$ cat src/mgc_pkg.sv
package mgc_pkg;
   // ---------------------------------------------------------------
   // register indices (byte address is four times the index)
   // ---------------------------------------------------------------
   localparam logic [3:0] IDX_SETTINGS   = 4'h1;
   localparam logic [3:0] IDX_INT_SETPT  = 4'h5;
   localparam logic [3:0] IDX_FRAC_MSB   = 4'h6;
   localparam logic [3:0] IDX_FRAC_LSB   = 4'h7;
   localparam logic [3:0] IDX_PIN_CFG    = 4'h8;
   localparam logic [3:0] IDX_COMP_ADDR  = 4'h9;
   localparam logic [3:0] IDX_SEED_UP    = 4'hA;
   localparam logic [3:0] IDX_SEED_LO    = 4'hB;
   localparam logic [3:0] IDX_DSTEP_UP   = 4'hC;
   localparam logic [3:0] IDX_DSTEP_LO   = 4'hD;
   localparam logic [3:0] IDX_MOD_CFG    = 4'hE;
   localparam logic [3:0] IDX_STATUS     = 4'hF;
   localparam int         IDX_LSB        = 2;
   localparam int         IDX_W          = 4;

   // ---------------------------------------------------------------
   // widths
   // ---------------------------------------------------------------
   localparam int UP_W   = 30;
   localparam int LO_W   = 18;
   localparam int PIN_W  = 14;
   localparam int CFG_W  = 12;
   localparam int SET_W  = 10;
   localparam int INT_W  = 20;
   localparam int NPINS  = 5;

   // ---------------------------------------------------------------
   // reset values
   // ---------------------------------------------------------------
   localparam logic [SET_W-1:0] RST_SETTINGS = 10'h3FD;
   localparam logic [INT_W-1:0] RST_INT      = 20'h000C8;
   localparam logic [PIN_W-1:0] RST_PIN_CFG  = 14'h3E00;
   localparam logic [2:0]       RST_COMP     = 3'h2;
   localparam logic [UP_W-1:0]  RST_SEED_UP  = 30'h00004241;
   localparam logic [LO_W-1:0]  RST_SEED_LO  = 18'h10081;
   localparam logic [CFG_W-1:0] RST_MOD_CFG  = 12'h173;

   // ---------------------------------------------------------------
   // field positions
   // ---------------------------------------------------------------
   localparam int SET_GPIO_EN   = 4;
   localparam int PIN_SEL_LSB   = 0;
   localparam int PIN_SEL_W     = 4;
   localparam int PIN_TST_LSB   = 4;
   localparam int PIN_DIR_LSB   = 9;
   localparam int CFG_TYPE_LSB  = 0;
   localparam int CFG_RPT_CTL   = 2;
   localparam int CFG_RPT_ON    = 3;
   localparam int CFG_DLY_LSB   = 4;
   localparam int CFG_START_DLY = 7;
   localparam int CFG_AUTOSEED  = 8;
   localparam int CFG_PHASE     = 9;
   localparam int CFG_KEEP      = 10;
   localparam int CFG_SWEEP     = 11;

   // modulator type codes
   typedef enum logic [1:0] {
      MGC_MOD_RSV0 = 2'h0,
      MGC_MOD_RSV1 = 2'h1,
      MGC_MOD_B    = 2'h2,
      MGC_MOD_A    = 2'h3
   } mgc_mod_t;

   localparam logic [2:0] DLY_AUTO = 3'h7;
endpackage : mgc_pkg

$ cat src/mgc_sync.sv
`timescale 1ns/1ps
// two-flop synchroniser for pin inputs
module mgc_sync #(
   parameter int W = 5
) (
   input  wire logic         clk,
   input  wire logic         resetn,
   input  wire logic [W-1:0] d,
   output logic      [W-1:0] q
);
   logic [W-1:0] meta_r;     // first stage, read only by q

   // ---------------------------------------------------------------
   // double flop
   // ---------------------------------------------------------------
   always_ff @(posedge clk or negedge resetn) begin
      if (!resetn) begin
         meta_r <= '0;
         q      <= '0;
      end else begin
         meta_r <= d;
         q      <= meta_r;
      end
   end
endmodule : mgc_sync

$ cat src/mgc_delay_cnt.sv
`timescale 1ns/1ps
// loadable down counter: busy while counting, done pulse at end
module mgc_delay_cnt #(
   parameter int W = 20
) (
   input  wire logic         clk,
   input  wire logic         resetn,
   input  wire logic         start,
   input  wire logic [W-1:0] count,
   output logic              busy,
   output logic              done
);
   logic [W-1:0] cnt_r;      // remaining cycles

   // ---------------------------------------------------------------
   // count down from load value
   // ---------------------------------------------------------------
   always_ff @(posedge clk or negedge resetn) begin
      if (!resetn) begin
         cnt_r <= '0;
         busy  <= 1'b0;
         done  <= 1'b0;
      end else begin
         done <= 1'b0;
         if (start && !busy) begin
            cnt_r <= count;
            busy  <= 1'b1;
         end else if (busy) begin
            if (cnt_r == '0) begin
               busy <= 1'b0;
               done <= 1'b1;
            end else begin
               cnt_r <= cnt_r - 1'b1;
            end
         end
      end
   end
endmodule : mgc_delay_cnt

$ cat src/mgc_regs.sv
// Chosen here: the Wishbone interface to the registers.
`timescale 1ns/1ps
// How it works
// - four-bit output select, resets zero
// - pin controls act only with master enable
// - five-bit static test value drives pins
// - per-pin direction bits, reset all outputs
// - companion chip address, reset two
// - seed split 30/18, documented resets
// - down step count split, resets zero
// - modulator type, reserved codes unused
// - repeat only when both repeat bits set
// - integer path delay field, reset automatic
// - start delay postpones sweep start
// - autoseed reloads seed on setpoint change
// - phase step needs autoseed cleared
// - each upper seed write applies shift
// - keep accumulator state within integer
// - bit 11 enables sweep mode
// - integer setpoint doubles as delay count
// - asymmetric down sweep uses down registers
module mgc_regs (
   input  wire logic        clk,
   input  wire logic        resetn,
   input  wire logic        wb_cyc_i,
   input  wire logic        wb_stb_i,
   input  wire logic        wb_we_i,
   input  wire logic [7:0]  wb_adr_i,
   input  wire logic [31:0] wb_dat_i,
   input  wire logic [3:0]  wb_sel_i,
   output logic      [31:0] wb_dat_o,
   output logic             wb_ack_o,
   input  wire logic [4:0]  gpio_in,
   input  wire logic [4:0]  export_data,
   input  wire logic        frac_changed,
   input  wire logic        sweep_end,
   input  wire logic        sweep_start_req,
   input  wire logic        symmetric_sweep,
   output logic      [4:0]  gpio_out,
   output logic      [4:0]  gpio_oe,
   output logic      [3:0]  export_select,
   output logic      [2:0]  companion_addr,
   output logic      [47:0] accumulator_seed,
   output logic      [47:0] down_step_count,
   output logic      [47:0] active_down_steps,
   output logic      [1:0]  modulator_type,
   output logic      [2:0]  int_path_delay,
   output logic             keep_state,
   output logic             sweep_mode,
   output logic             seed_reload,
   output logic             phase_step_pulse,
   output logic             sweep_restart,
   output logic             sweep_go
);
   // ---------------------------------------------------------------
   // register storage
   // ---------------------------------------------------------------
   logic [mgc_pkg::SET_W-1:0] settings_r;   // gpio master enable etc
   logic [mgc_pkg::INT_W-1:0] int_setpt_r;  // integer / delay count
   logic [mgc_pkg::UP_W-1:0]  frac_up_r;    // fractional upper
   logic [mgc_pkg::LO_W-1:0]  frac_lo_r;    // fractional lower
   logic [mgc_pkg::PIN_W-1:0] pin_cfg_r;    // pin configuration
   logic [2:0]                comp_r;       // companion address
   logic [mgc_pkg::UP_W-1:0]  seed_up_r;    // seed upper
   logic [mgc_pkg::LO_W-1:0]  seed_lo_r;    // seed lower
   logic [mgc_pkg::UP_W-1:0]  dstep_up_r;   // down steps upper
   logic [mgc_pkg::LO_W-1:0]  dstep_lo_r;   // down steps lower
   logic [mgc_pkg::CFG_W-1:0] mod_cfg_r;    // modulator config
   logic                      ack_r;        // bus acknowledge
   logic                      pstep_r;      // phase step pulse
   logic                      reload_r;     // seed reload pulse
   logic                      rpt_r;        // restart pulse
   logic [31:0]               rdata;        // read mux
   logic                      wr_en;        // write strobe
   logic [mgc_pkg::IDX_W-1:0] idx;          // register index
   logic [4:0]                pins_sync;    // synchronised pin levels
   logic                      dly_busy;     // start delay running
   logic                      dly_done;     // start delay finished
   logic                      master_en;    // gpio master enable

   // merge a 32-bit write into a register under byte enables
   function automatic logic [31:0] merge(input logic [31:0] old,
                                         input logic [31:0] nw,
                                         input logic [3:0]  sel);
      logic [31:0] res;
      res = old;
      for (int i = 0; i < 4; i++) begin
         if (sel[i]) res[i*8 +: 8] = nw[i*8 +: 8];
      end
      return res;
   endfunction : merge

   // ---------------------------------------------------------------
   // bus decode
   // ---------------------------------------------------------------
   assign idx   = wb_adr_i[mgc_pkg::IDX_LSB +: mgc_pkg::IDX_W];
   assign wr_en = wb_cyc_i && wb_stb_i && wb_we_i && !ack_r;

   // ack one cycle after request, dropped the next cycle
   always_ff @(posedge clk or negedge resetn) begin
      if (!resetn) ack_r <= 1'b0;
      else         ack_r <= wb_cyc_i && wb_stb_i && !ack_r;
   end
   assign wb_ack_o = ack_r;

   // ---------------------------------------------------------------
   // register writes
   // ---------------------------------------------------------------
   always_ff @(posedge clk or negedge resetn) begin
      if (!resetn) begin
         settings_r  <= mgc_pkg::RST_SETTINGS;
         int_setpt_r <= mgc_pkg::RST_INT;
         frac_up_r   <= '0;
         frac_lo_r   <= '0;
         pin_cfg_r   <= mgc_pkg::RST_PIN_CFG;
         comp_r      <= mgc_pkg::RST_COMP;
         seed_up_r   <= mgc_pkg::RST_SEED_UP;
         seed_lo_r   <= mgc_pkg::RST_SEED_LO;
         dstep_up_r  <= '0;
         dstep_lo_r  <= '0;
         mod_cfg_r   <= mgc_pkg::RST_MOD_CFG;
      end else if (wr_en) begin
         unique case (idx)
            mgc_pkg::IDX_SETTINGS: settings_r <= mgc_pkg::SET_W'(
               merge(32'(settings_r), wb_dat_i, wb_sel_i));
            mgc_pkg::IDX_INT_SETPT: int_setpt_r <= mgc_pkg::INT_W'(
               merge(32'(int_setpt_r), wb_dat_i, wb_sel_i));
            mgc_pkg::IDX_FRAC_MSB: frac_up_r <= mgc_pkg::UP_W'(
               merge(32'(frac_up_r), wb_dat_i, wb_sel_i));
            mgc_pkg::IDX_FRAC_LSB: frac_lo_r <= mgc_pkg::LO_W'(
               merge(32'(frac_lo_r), wb_dat_i, wb_sel_i));
            mgc_pkg::IDX_PIN_CFG: pin_cfg_r <= mgc_pkg::PIN_W'(
               merge(32'(pin_cfg_r), wb_dat_i, wb_sel_i));
            mgc_pkg::IDX_COMP_ADDR: comp_r <= 3'(
               merge(32'(comp_r), wb_dat_i, wb_sel_i));
            mgc_pkg::IDX_SEED_UP: seed_up_r <= mgc_pkg::UP_W'(
               merge(32'(seed_up_r), wb_dat_i, wb_sel_i));
            mgc_pkg::IDX_SEED_LO: seed_lo_r <= mgc_pkg::LO_W'(
               merge(32'(seed_lo_r), wb_dat_i, wb_sel_i));
            mgc_pkg::IDX_DSTEP_UP: dstep_up_r <= mgc_pkg::UP_W'(
               merge(32'(dstep_up_r), wb_dat_i, wb_sel_i));
            mgc_pkg::IDX_DSTEP_LO: dstep_lo_r <= mgc_pkg::LO_W'(
               merge(32'(dstep_lo_r), wb_dat_i, wb_sel_i));
            mgc_pkg::IDX_MOD_CFG: mod_cfg_r <= mgc_pkg::CFG_W'(
               merge(32'(mod_cfg_r), wb_dat_i, wb_sel_i));
            default: ;   // unmapped and read-only: ignored
         endcase
      end
   end

   // ---------------------------------------------------------------
   // read mux
   // ---------------------------------------------------------------
   always_comb begin
      rdata = '0;
      unique case (idx)
         mgc_pkg::IDX_SETTINGS:  rdata = 32'(settings_r);
         mgc_pkg::IDX_INT_SETPT: rdata = 32'(int_setpt_r);
         mgc_pkg::IDX_FRAC_MSB:  rdata = 32'(frac_up_r);
         mgc_pkg::IDX_FRAC_LSB:  rdata = 32'(frac_lo_r);
         mgc_pkg::IDX_PIN_CFG:   rdata = 32'(pin_cfg_r);
         mgc_pkg::IDX_COMP_ADDR: rdata = 32'(comp_r);
         mgc_pkg::IDX_SEED_UP:   rdata = 32'(seed_up_r);
         mgc_pkg::IDX_SEED_LO:   rdata = 32'(seed_lo_r);
         mgc_pkg::IDX_DSTEP_UP:  rdata = 32'(dstep_up_r);
         mgc_pkg::IDX_DSTEP_LO:  rdata = 32'(dstep_lo_r);
         mgc_pkg::IDX_MOD_CFG:   rdata = 32'(mod_cfg_r);
         mgc_pkg::IDX_STATUS:    rdata = {25'h0, dly_busy, 1'b0,
                                          pins_sync};
         default:                rdata = '0;   // unmapped reads zero
      endcase
   end

   // read data registered on request
   always_ff @(posedge clk or negedge resetn) begin
      if (!resetn) wb_dat_o <= '0;
      else if (wb_cyc_i && wb_stb_i && !ack_r) wb_dat_o <= rdata;
   end

   // ---------------------------------------------------------------
   // gpio pins
   // ---------------------------------------------------------------
   mgc_sync #(.W(mgc_pkg::NPINS)) u_sync (
      .clk    (clk),
      .resetn (resetn),
      .d      (gpio_in),
      .q      (pins_sync)
   );

   assign master_en = settings_r[mgc_pkg::SET_GPIO_EN];

   // select, test value and direction gated by master enable
   always_ff @(posedge clk or negedge resetn) begin
      if (!resetn) begin
         gpio_out      <= '0;
         gpio_oe       <= '0;
         export_select <= '0;
      end else if (master_en) begin
         export_select <= pin_cfg_r[mgc_pkg::PIN_SEL_LSB +:
                                    mgc_pkg::PIN_SEL_W];
         gpio_oe  <= pin_cfg_r[mgc_pkg::PIN_DIR_LSB +:
                               mgc_pkg::NPINS];
         gpio_out <= (pin_cfg_r[mgc_pkg::PIN_SEL_LSB +:
                                mgc_pkg::PIN_SEL_W] == '0)
                     ? pin_cfg_r[mgc_pkg::PIN_TST_LSB +:
                                 mgc_pkg::NPINS]
                     : export_data;
      end else begin
         gpio_out      <= '0;
         gpio_oe       <= '0;
         export_select <= '0;
      end
   end

   // ---------------------------------------------------------------
   // modulator configuration outputs
   // ---------------------------------------------------------------
   always_ff @(posedge clk or negedge resetn) begin
      if (!resetn) begin
         companion_addr    <= mgc_pkg::RST_COMP;
         accumulator_seed  <= '0;
         down_step_count   <= '0;
         active_down_steps <= '0;
         modulator_type    <= mgc_pkg::MGC_MOD_A;
         int_path_delay    <= mgc_pkg::DLY_AUTO;
         keep_state        <= 1'b0;
         sweep_mode        <= 1'b0;
      end else begin
         companion_addr   <= comp_r;
         accumulator_seed <= {seed_up_r, seed_lo_r};
         down_step_count  <= {dstep_up_r, dstep_lo_r};
         // asymmetric down sweep uses its own step count
         active_down_steps <= symmetric_sweep
                              ? {frac_up_r, frac_lo_r}
                              : {dstep_up_r, dstep_lo_r};
         // reserved codes never reach the modulator
         if (mod_cfg_r[mgc_pkg::CFG_TYPE_LSB +: 2] == mgc_pkg::MGC_MOD_B ||
             mod_cfg_r[mgc_pkg::CFG_TYPE_LSB +: 2] == mgc_pkg::MGC_MOD_A)
            modulator_type <= mod_cfg_r[mgc_pkg::CFG_TYPE_LSB +: 2];
         int_path_delay <= mod_cfg_r[mgc_pkg::CFG_DLY_LSB +: 3];
         keep_state     <= mod_cfg_r[mgc_pkg::CFG_KEEP];
         sweep_mode     <= mod_cfg_r[mgc_pkg::CFG_SWEEP];
      end
   end

   // ---------------------------------------------------------------
   // seed reload and phase step pulses
   // ---------------------------------------------------------------
   always_ff @(posedge clk or negedge resetn) begin
      if (!resetn) begin
         reload_r <= 1'b0;
         pstep_r  <= 1'b0;
      end else begin
         reload_r <= frac_changed &&
                     mod_cfg_r[mgc_pkg::CFG_AUTOSEED];
         // phase step only honoured with autoseed off
         pstep_r  <= wr_en && idx == mgc_pkg::IDX_SEED_UP &&
                     mod_cfg_r[mgc_pkg::CFG_PHASE] &&
                     !mod_cfg_r[mgc_pkg::CFG_AUTOSEED];
      end
   end
   assign seed_reload      = reload_r;
   assign phase_step_pulse = pstep_r;

   // ---------------------------------------------------------------
   // sweep repeat and delayed start
   // ---------------------------------------------------------------
   always_ff @(posedge clk or negedge resetn) begin
      if (!resetn) rpt_r <= 1'b0;
      else rpt_r <= sweep_end && mod_cfg_r[mgc_pkg::CFG_RPT_CTL] &&
                    mod_cfg_r[mgc_pkg::CFG_RPT_ON];
   end
   assign sweep_restart = rpt_r;

   // integer setpoint is the delay count in sweep mode
   mgc_delay_cnt #(.W(mgc_pkg::INT_W)) u_dly (
      .clk    (clk),
      .resetn (resetn),
      .start  (sweep_start_req && sweep_mode &&
               mod_cfg_r[mgc_pkg::CFG_START_DLY]),
      .count  (int_setpt_r),
      .busy   (dly_busy),
      .done   (dly_done)
   );

   // immediate start, or postponed by the delay count
   always_ff @(posedge clk or negedge resetn) begin
      if (!resetn) sweep_go <= 1'b0;
      else sweep_go <= mod_cfg_r[mgc_pkg::CFG_START_DLY]
                       ? dly_done
                       : (sweep_start_req && sweep_mode);
   end

   // ---------------------------------------------------------------
   // assertions
   // ---------------------------------------------------------------
   // ack is a single-cycle pulse, never held
   a_ack_single: assert property (@(posedge clk) disable iff (!resetn)
      wb_ack_o |=> !wb_ack_o)
      else $error("ack held more than one cycle");
   // two cycles without master enable leave every pin undriven
   a_pins_gated: assert property (
      @(posedge clk) disable iff (!resetn)
      !master_en ##1 !master_en |-> gpio_oe == '0)
      else $error("pins driven without master enable");
   // directions follow one cycle later; reset edge itself excluded
   a_dir_follow: assert property (
      @(posedge clk) disable iff (!resetn)
      resetn && master_en |=>
         gpio_oe == $past(pin_cfg_r[mgc_pkg::PIN_DIR_LSB +: mgc_pkg::NPINS]))
      else $error("direction not applied");
   // a step pulse needs phase enable with autoseed off
   a_phase_step: assert property (
      @(posedge clk) disable iff (!resetn)
      phase_step_pulse |-> !$past(mod_cfg_r[mgc_pkg::CFG_AUTOSEED]) &&
                           $past(mod_cfg_r[mgc_pkg::CFG_PHASE]))
      else $error("phase step without enable");
   // every honoured upper seed write yields one step pulse
   a_phase_each: assert property (
      @(posedge clk) disable iff (!resetn)
      wr_en && idx == mgc_pkg::IDX_SEED_UP &&
      mod_cfg_r[mgc_pkg::CFG_PHASE] && !mod_cfg_r[mgc_pkg::CFG_AUTOSEED]
      |=> phase_step_pulse)
      else $error("phase step missing after seed write");
   // restart only when both repeat bits were set
   a_repeat_both: assert property (
      @(posedge clk) disable iff (!resetn)
      sweep_restart |-> $past(mod_cfg_r[mgc_pkg::CFG_RPT_CTL]) &&
                        $past(mod_cfg_r[mgc_pkg::CFG_RPT_ON]))
      else $error("repeat without both bits");
   // set point change with autoseed on reloads the seed
   a_reload_auto: assert property (
      @(posedge clk) disable iff (!resetn)
      frac_changed && mod_cfg_r[mgc_pkg::CFG_AUTOSEED] |=> seed_reload)
      else $error("seed not reloaded");
   // reserved codes never reach the modulator
   a_type_legal: assert property (
      @(posedge clk) disable iff (!resetn)
      modulator_type[1])
      else $error("reserved modulator type used");
   // a legal code is forwarded one cycle later
   a_type_follow: assert property (
      @(posedge clk) disable iff (!resetn)
      resetn && mod_cfg_r[mgc_pkg::CFG_TYPE_LSB + 1] |=>
         modulator_type == $past(mod_cfg_r[mgc_pkg::CFG_TYPE_LSB +: 2]))
      else $error("legal modulator type not applied");
   // seed halves joined upper over lower; reset edge excluded
   a_seed_join: assert property (
      @(posedge clk) disable iff (!resetn)
      resetn |=> accumulator_seed == $past({seed_up_r, seed_lo_r}))
      else $error("seed halves misplaced");
   c_phase: cover property (@(posedge clk) phase_step_pulse);
   c_repeat: cover property (@(posedge clk) sweep_restart);
   c_delay: cover property (@(posedge clk) dly_done);
   c_type_b: cover property (@(posedge clk)
      modulator_type == mgc_pkg::MGC_MOD_B);
endmodule : mgc_regs

$ cat config.mk
export PLATFORM = sky130hd
export DESIGN_NAME = mgc_regs
export DESIGN_NICKNAME = d
export VERILOG_FILES = /design/src/mgc_pkg.sv /design/src/mgc_sync.sv /design/src/mgc_delay_cnt.sv /design/src/mgc_regs.sv
export SDC_FILE = /design/constraint.sdc
export NUM_CORES = 1
export LEC_CHECK = 0
export CORE_MARGIN = 1
export CORE_UTILIZATION = 44
export DETAILED_ROUTE_END_ITERATION = 10
export DONT_BUFFER_PORTS = 1
export PLACE_DENSITY = 0.63
export REMOVE_ABC_BUFFERS = 1
export SYNTH_ARGS = -nofsm -noshare
export SYNTH_HDL_FRONTEND = slang
export SYNTH_HIERARCHICAL = 1
export SYNTH_SLANG_ARGS = --single-unit
$ cat constraint.sdc
create_clock -name clk -period 2.72 [get_ports clk]
set_input_delay 0.272 -clock clk [delete_from_list [all_inputs] [get_ports clk]]
set_output_delay 0.272 -clock clk [all_outputs]
set_load 0.01 [all_outputs]
# [Word level (Yosys, flattened, before mapping)]
# Index checks and enable logic that the tools add are counted.
[op_classes] muxes=16 n_reduce_logical=52 addsub=1 n_eq_ne=15
[ops] op="case mux 30 bit (12 select lines)" count=1
[ops] op="AND reduction 3 bit" count=31
[ops] op="2-to-1 mux 20 bit" count=3
[ops] op="2-to-1 mux 48 bit" count=1
[ops] op="equality test 4 bit, second input constant" count=8
[ops] op="zero test 20 bit" count=1
[ops] op="subtractor 20 x 1 -> 20 bit, second input constant" count=1
[ops] op="2-to-1 mux 5 bit" count=3
[ops] op="logical AND 1 bit" count=13
[ops] op="equality test 4 x 3 -> 1 bit, second input constant" count=3
[ops] op="2-to-1 mux 1 bit" count=7
[ops] op="equality test 2 bit, second input constant" count=2
[ops] op="equality test 4 x 1 -> 1 bit, second input constant" count=1
[ops] op="zero test 4 bit" count=1
[ops] op="2-to-1 mux 4 bit" count=1
[ops] op="zero test 1 bit" count=3
[ops] op="!= test 2 x 1 -> 1 bit, second input constant" count=1
[ops] op="AND reduction 2 bit" count=1
[ops] op="nonzero test 2 bit" count=1
[ops] op="logical OR 1 bit" count=1
[totals] inputBits=63 register_bits=440 out_inout_bits=205 word_cells=137

# [Depth between registers and ports, before layout]
[depth] word_depth=6 ltp_mapped=9 ltp_nobuf=7

# [Modules after synthesis]
# The synthesis kept the hierarchy.
[modules_own_cells] mod="mgc_regs" area_each_um2=15620.0 cells_per_inst=1054 n_inst=1 seq_area_each_um2=10206.0
[modules_own_cells] mod="mgc_delay_cnt" area_each_um2=1391.3 cells_per_inst=154 n_inst=1 seq_area_each_um2=550.5
[modules_own_cells] mod="mgc_sync" area_each_um2=250.2 cells_per_inst=10 n_inst=1 seq_area_each_um2=250.2

# [Least setup slack after synthesis]
# Ideal clock, no wire load.
[synth_timing] kind="reg-to-reg" from="register u_dly.cnt_r[8]" to="register u_dly.cnt_r[16]" period_less_slack_ns=2.271 required_ns=2.583 path_stages_with_launch=8 t_arrival_ns=2.134 setup_ns=0.137 setup_slack_ns=0.449 n_path_buf=2 path_cell_list="dfrtp_1 -> or4_4 -> or3_1 -> buf_6 -> o32a_4 -> buf_6 -> o22ai_1 -> a21oi_1"
[synth_via] elab_chain_cells=4 word_cells_on_any_way=7 classes_between="add/sub (1); eq/ne (1); mux (3); reduce/logical (2)"
[synth_rtl] item="from (decl)" line="mgc_delay_cnt.sv:13" source="logic [W-1:0] cnt_r;"
[synth_rtl] item="from (signal assigned)" line="mgc_delay_cnt.sv:26" source="cnt_r <= count;"
[synth_rtl] item="from (signal assigned)" line="mgc_delay_cnt.sv:33" source="cnt_r <= cnt_r - 1'b1;"
[synth_rtl] item="subtractor 20 x 1 -> 20 bit" line="mgc_delay_cnt.sv:33"
[synth_rtl] item="2-to-1 mux 20 bit" line="mgc_delay_cnt.sv:29" source="if (cnt_r == '0) begin"
[synth_rtl] item="2-to-1 mux 20 bit" line="mgc_delay_cnt.sv:28" source="end else if (busy) begin"
[synth_rtl] item="2-to-1 mux 20 bit" line="mgc_delay_cnt.sv:25" source="if (start && !busy) begin"
# Parallel ways exist; a longest one is shown, timed or not. The select of a mux whose other input is x is not followed.
# A chain may end at the register's enable or synchronous reset.

# [Worst setup path in the final report]
[layout_timing] from="register u_dly.cnt_r[8]" to="register u_dly.cnt_r[12]"
# The elaborated chain is that of the path after synthesis.

==> impl_metrics.csv <==
group,metric,value,unit
cts,ctsLongestPathBuffers,3,
sta,fin_skew,0.0317,ns
power_and_ir_drop,seqPwrFrac,49.6,%
power_and_ir_drop,leakage,9.36,nW
outcome,outcome,"finished with violations",
logic_synthesis,ys_warn_count,6,
cts,cts_made_buffers,46,
setup_path,critPathBufInv,0,
setup_path,cp.required,3.18,ns
setup_path,worst_setup_path_start_kind,"flop",
logic_synthesis,synth_seq_cells,438,
logic_synthesis,ys.flop_type,"dfrtp_1",
sta,fin_crit_sh,87.9,%
power_and_ir_drop,ir_drop,0.508,mV
cts,hold_buffers,49,
cts,cts_tree,"built",
logic_synthesis,ys_types,75,
setup_path,crit_arrival,2.85,ns
drt,wl_per_cell,27.0,um
drt,via_per_inst,5.92,
cells_and_area,syn_to_final_growth,15.8,%
min_path,hp-class,"in2async",
drt,wirelength,49700,um
floorplanning,design.die.area,40000,sq um
drt,dr.first_iter.drc_count,787,
logic_synthesis,synth-edff-count,0,
floorplanning,die_x,200,um
cts,cts.sinks,438,
global_routing,antenna_found_initial,3,
logic_synthesis,postSynthCellCount,1218,
power_and_ir_drop,clock_power_share,42.4,%
setup_path,max_stage_delay,0.58,ns
setup_path,crit_slowest_cell,"or4_4",
placed_design,gp_congestion,0.885,
logic_synthesis,async_flop_share,100,%
setup_path,cp_cell_sequence,"or4_4, or3_1, nor3_4, nor2_1, a221o_1",
global_routing,grt_first_pass_wirelength,73100,um
logic_synthesis,synth.cell_area,17300,sq um
floorplanning,dieHeight,200,um
setup_path,crit_family,"simple AND/OR/NAND/NOR gates",
sta,relSlewSlack,-31.7,%
run,maxCapViolCount,0,
sta,fmax,0.418,GHz
power_and_ir_drop,switching_share,25.2,%
outcome,violations,"negative hold slack, max-slew violations",
global_routing,gr-total-overflow,0,
sta,finalSetupViolations,0,
sta,post-route-min-period,2.39,ns
cts,path_clk_slew,0.06,ns
sta,setup-tns-final,0,ns
drt,antenna_left,0,
global_routing,grt_pass1_vias,11098,
floorplanning,io_pins,268,
logic_synthesis,syn_avg_cell_area,14.2,sq um
setup_path,end_kind,"flop",
cts,clk-insertion-delay-late,0.60,ns
power_and_ir_drop,internal_power,11.5,mW
global_routing,grt_usage,25.1,%
power_and_ir_drop,power_density,768,nW/um^2
drt,dr.pass1.iters,6,
setup_path,cp_max_fo,8,
floorplanning,rows,72,
cells_and_area,final_layout_size_suffix_gt1_share,33.3,%
cts,clockRootBuffer,"clkbuf_16",
cts,cts_resized,0,
power_and_ir_drop,switchingPower,3.87,mW
drt,drcViolationCount,0,
sta,rsz0062_at_grt,"no",
logic_synthesis,synth-seq-area-share,63.8,%
power_and_ir_drop,combPwrFrac,8.0,%
cells_and_area,nNetsFinal,1349,
global_routing,grt_max_degree,439,
floorplanning,coreArea,38600,sq um
sta,tightest_slew,1.98,ns
placed_design,hpwl,31400,um
sta,holdWs,-0.608,ns
setup_path,crit_type,"reg2reg",
floorplanning,initial_core_util,44.7,%
sta,hold_viol_final,401,
placed_design,port_buffers,0,
cts,htree_levels,2,
sta,maxSlewViolCount,179,
cts,post_cts.repair.setup_buffers,0,
drt,via_count,10905,
logic make-up (layout without fill, tap and decap cells):
group / Yosys count / in the layout / synth area share [%]
simple gates: 219 / 219 / 7.01
other cells: 1 / 4 / 0.0217
flops: 438 / 438 / 63.8
buf+inv: 73 / 176 / 2.07
xor+xnor: 6 / 6 / 0.304
fa+ha+maj: 2 / 2 / 0.145
compound gates: 199 / 199 / 8.52
mux: 280 / 280 / 18.2
power groups by stage:
| stage | Clock, mW | Combinational (mW) | Sequential [mW] |
|---|---|---|---|
| final | 6.51 | 1.22 | 7.62 |
| after global routing | 6.89 | 1.33 | 7.69 |
| after CTS | 6.64 | 1.22 | 7.62 |
| after detailed placement | 0 | 1.08 | 7.73 |
| after global placement | 0 | 1.06 | 7.71 |
| after floorplan | 0 | 0.818 | 7.54 |
cell usage in the layout (no fill, tap or decap), types with 15 or more instances in the layout:
cell type,n
dfrtp_1,401
mux2_2,248
nand2_1,67
dlygate4sd3_1,48
clkbuf_16,46
o21ai_0,38
dfstp_2,37
buf_4,36
mux2i_1,23
nor2b_1,21
a22o_1,21
a22oi_1,21
nor2_1,20
a21oi_1,19
nand3_1,17
o22ai_1,15
stage by stage:
stage | instances | utilization, % | area [sq um] | setup WS [ns] | total power, mW
2_1_floorplan | 1151 | - | 16900 | 0.186 | 8.36
3_3_place_gp | 1705 | 46.2 | 17900 | 0.381 | 8.77
3_5_place_dp | 1705 | 46.2 | 17900 | 0.348 | 8.81
4_1_cts | 1840 | 51.7 | 20000 | 0.329 | 15.5
5_1_grt | 1841 | 51.7 | 20000 | 0.185 | 15.9
6_report | 1842 | 51.7 | 20000 | 0.328 | 15.4
cells in the mapped netlist, drive strengths merged (14+ instances only):
master / instances / share of area [%]
nor2: 23 / 0.51
nand2: 80 / 1.9
mux2i: 23 / 1.3
mux2: 256 / 17
nand3: 21 / 0.86
dfrtp: 401 / 58
clkbuf: 24 / 0.52
dfstp: 37 / 5.6
o21ai: 41 / 1.2
a21oi: 19 / 0.55
a22o: 21 / 1.1
o22ai: 15 / 0.54
and2: 15 / 0.56
a222oi: 14 / 0.81
nor2b: 22 / 0.80
a22oi: 21 / 0.91
buf: 44 / 1.4
final cells by class:
type | count | area [sq um]
antenna | 2 | 5.00
clock buffer | 64 | 1320
clock inverter | 22 | 282
fill | 3252 | 18700
inverter | 5 | 18.8
multi-input combinational | 708 | 5930
sequential | 438 | 11000
tap | 518 | 648
timing repair buffer | 85 | 778
registers in the layout, summed over array words and instances, names as in the netlist, 30 cells and up:
register	count
wb_dat_o	30
active_down_steps	48
accumulator_seed	48
dstep_up_r	30
down_step_count	48
frac_up_r	30
seed_up_r	30
final timing paths:
kind,cells after the start,slack (ns),startpoint,endpoint
worst max-delay path,5,0.33,u_dly/cnt_r[8],u_dly/cnt_r[12]
worst min-delay path,0,-0.61,resetn,down_step_count[47]
worst max register to register,5,0.33,u_dly/cnt_r[8],u_dly/cnt_r[12]
worst min register to register,0,0.34,u_sync/meta_r[0],u_sync/q[0]
max in group asynchronous,0,1.77,resetn,frac_lo_r[12]
min in group clk,2,0.05,wb_adr_i[5],wb_dat_o[0]
worst register-to-register path, stage by stage, from the launching register on:
cell and delay, ns:
dfrtp_1 0.44, or4_4 0.58, or3_1 0.41, nor3_4 0.37, nor2_1 0.10, a221o_1 0.36
per-layer routing:
layer  vias to the layer above  part of all wire (%)  GRT usage [%]
met2                       437                    48           40.5
met5                         -                     0              0
met3                        96                   8.3           6.85
met4                         0                   3.3           9.41
li1                       4644                     -              -
met1                      5728                    41           32.3
Note: power is estimated with default switching activity, not from simulation.
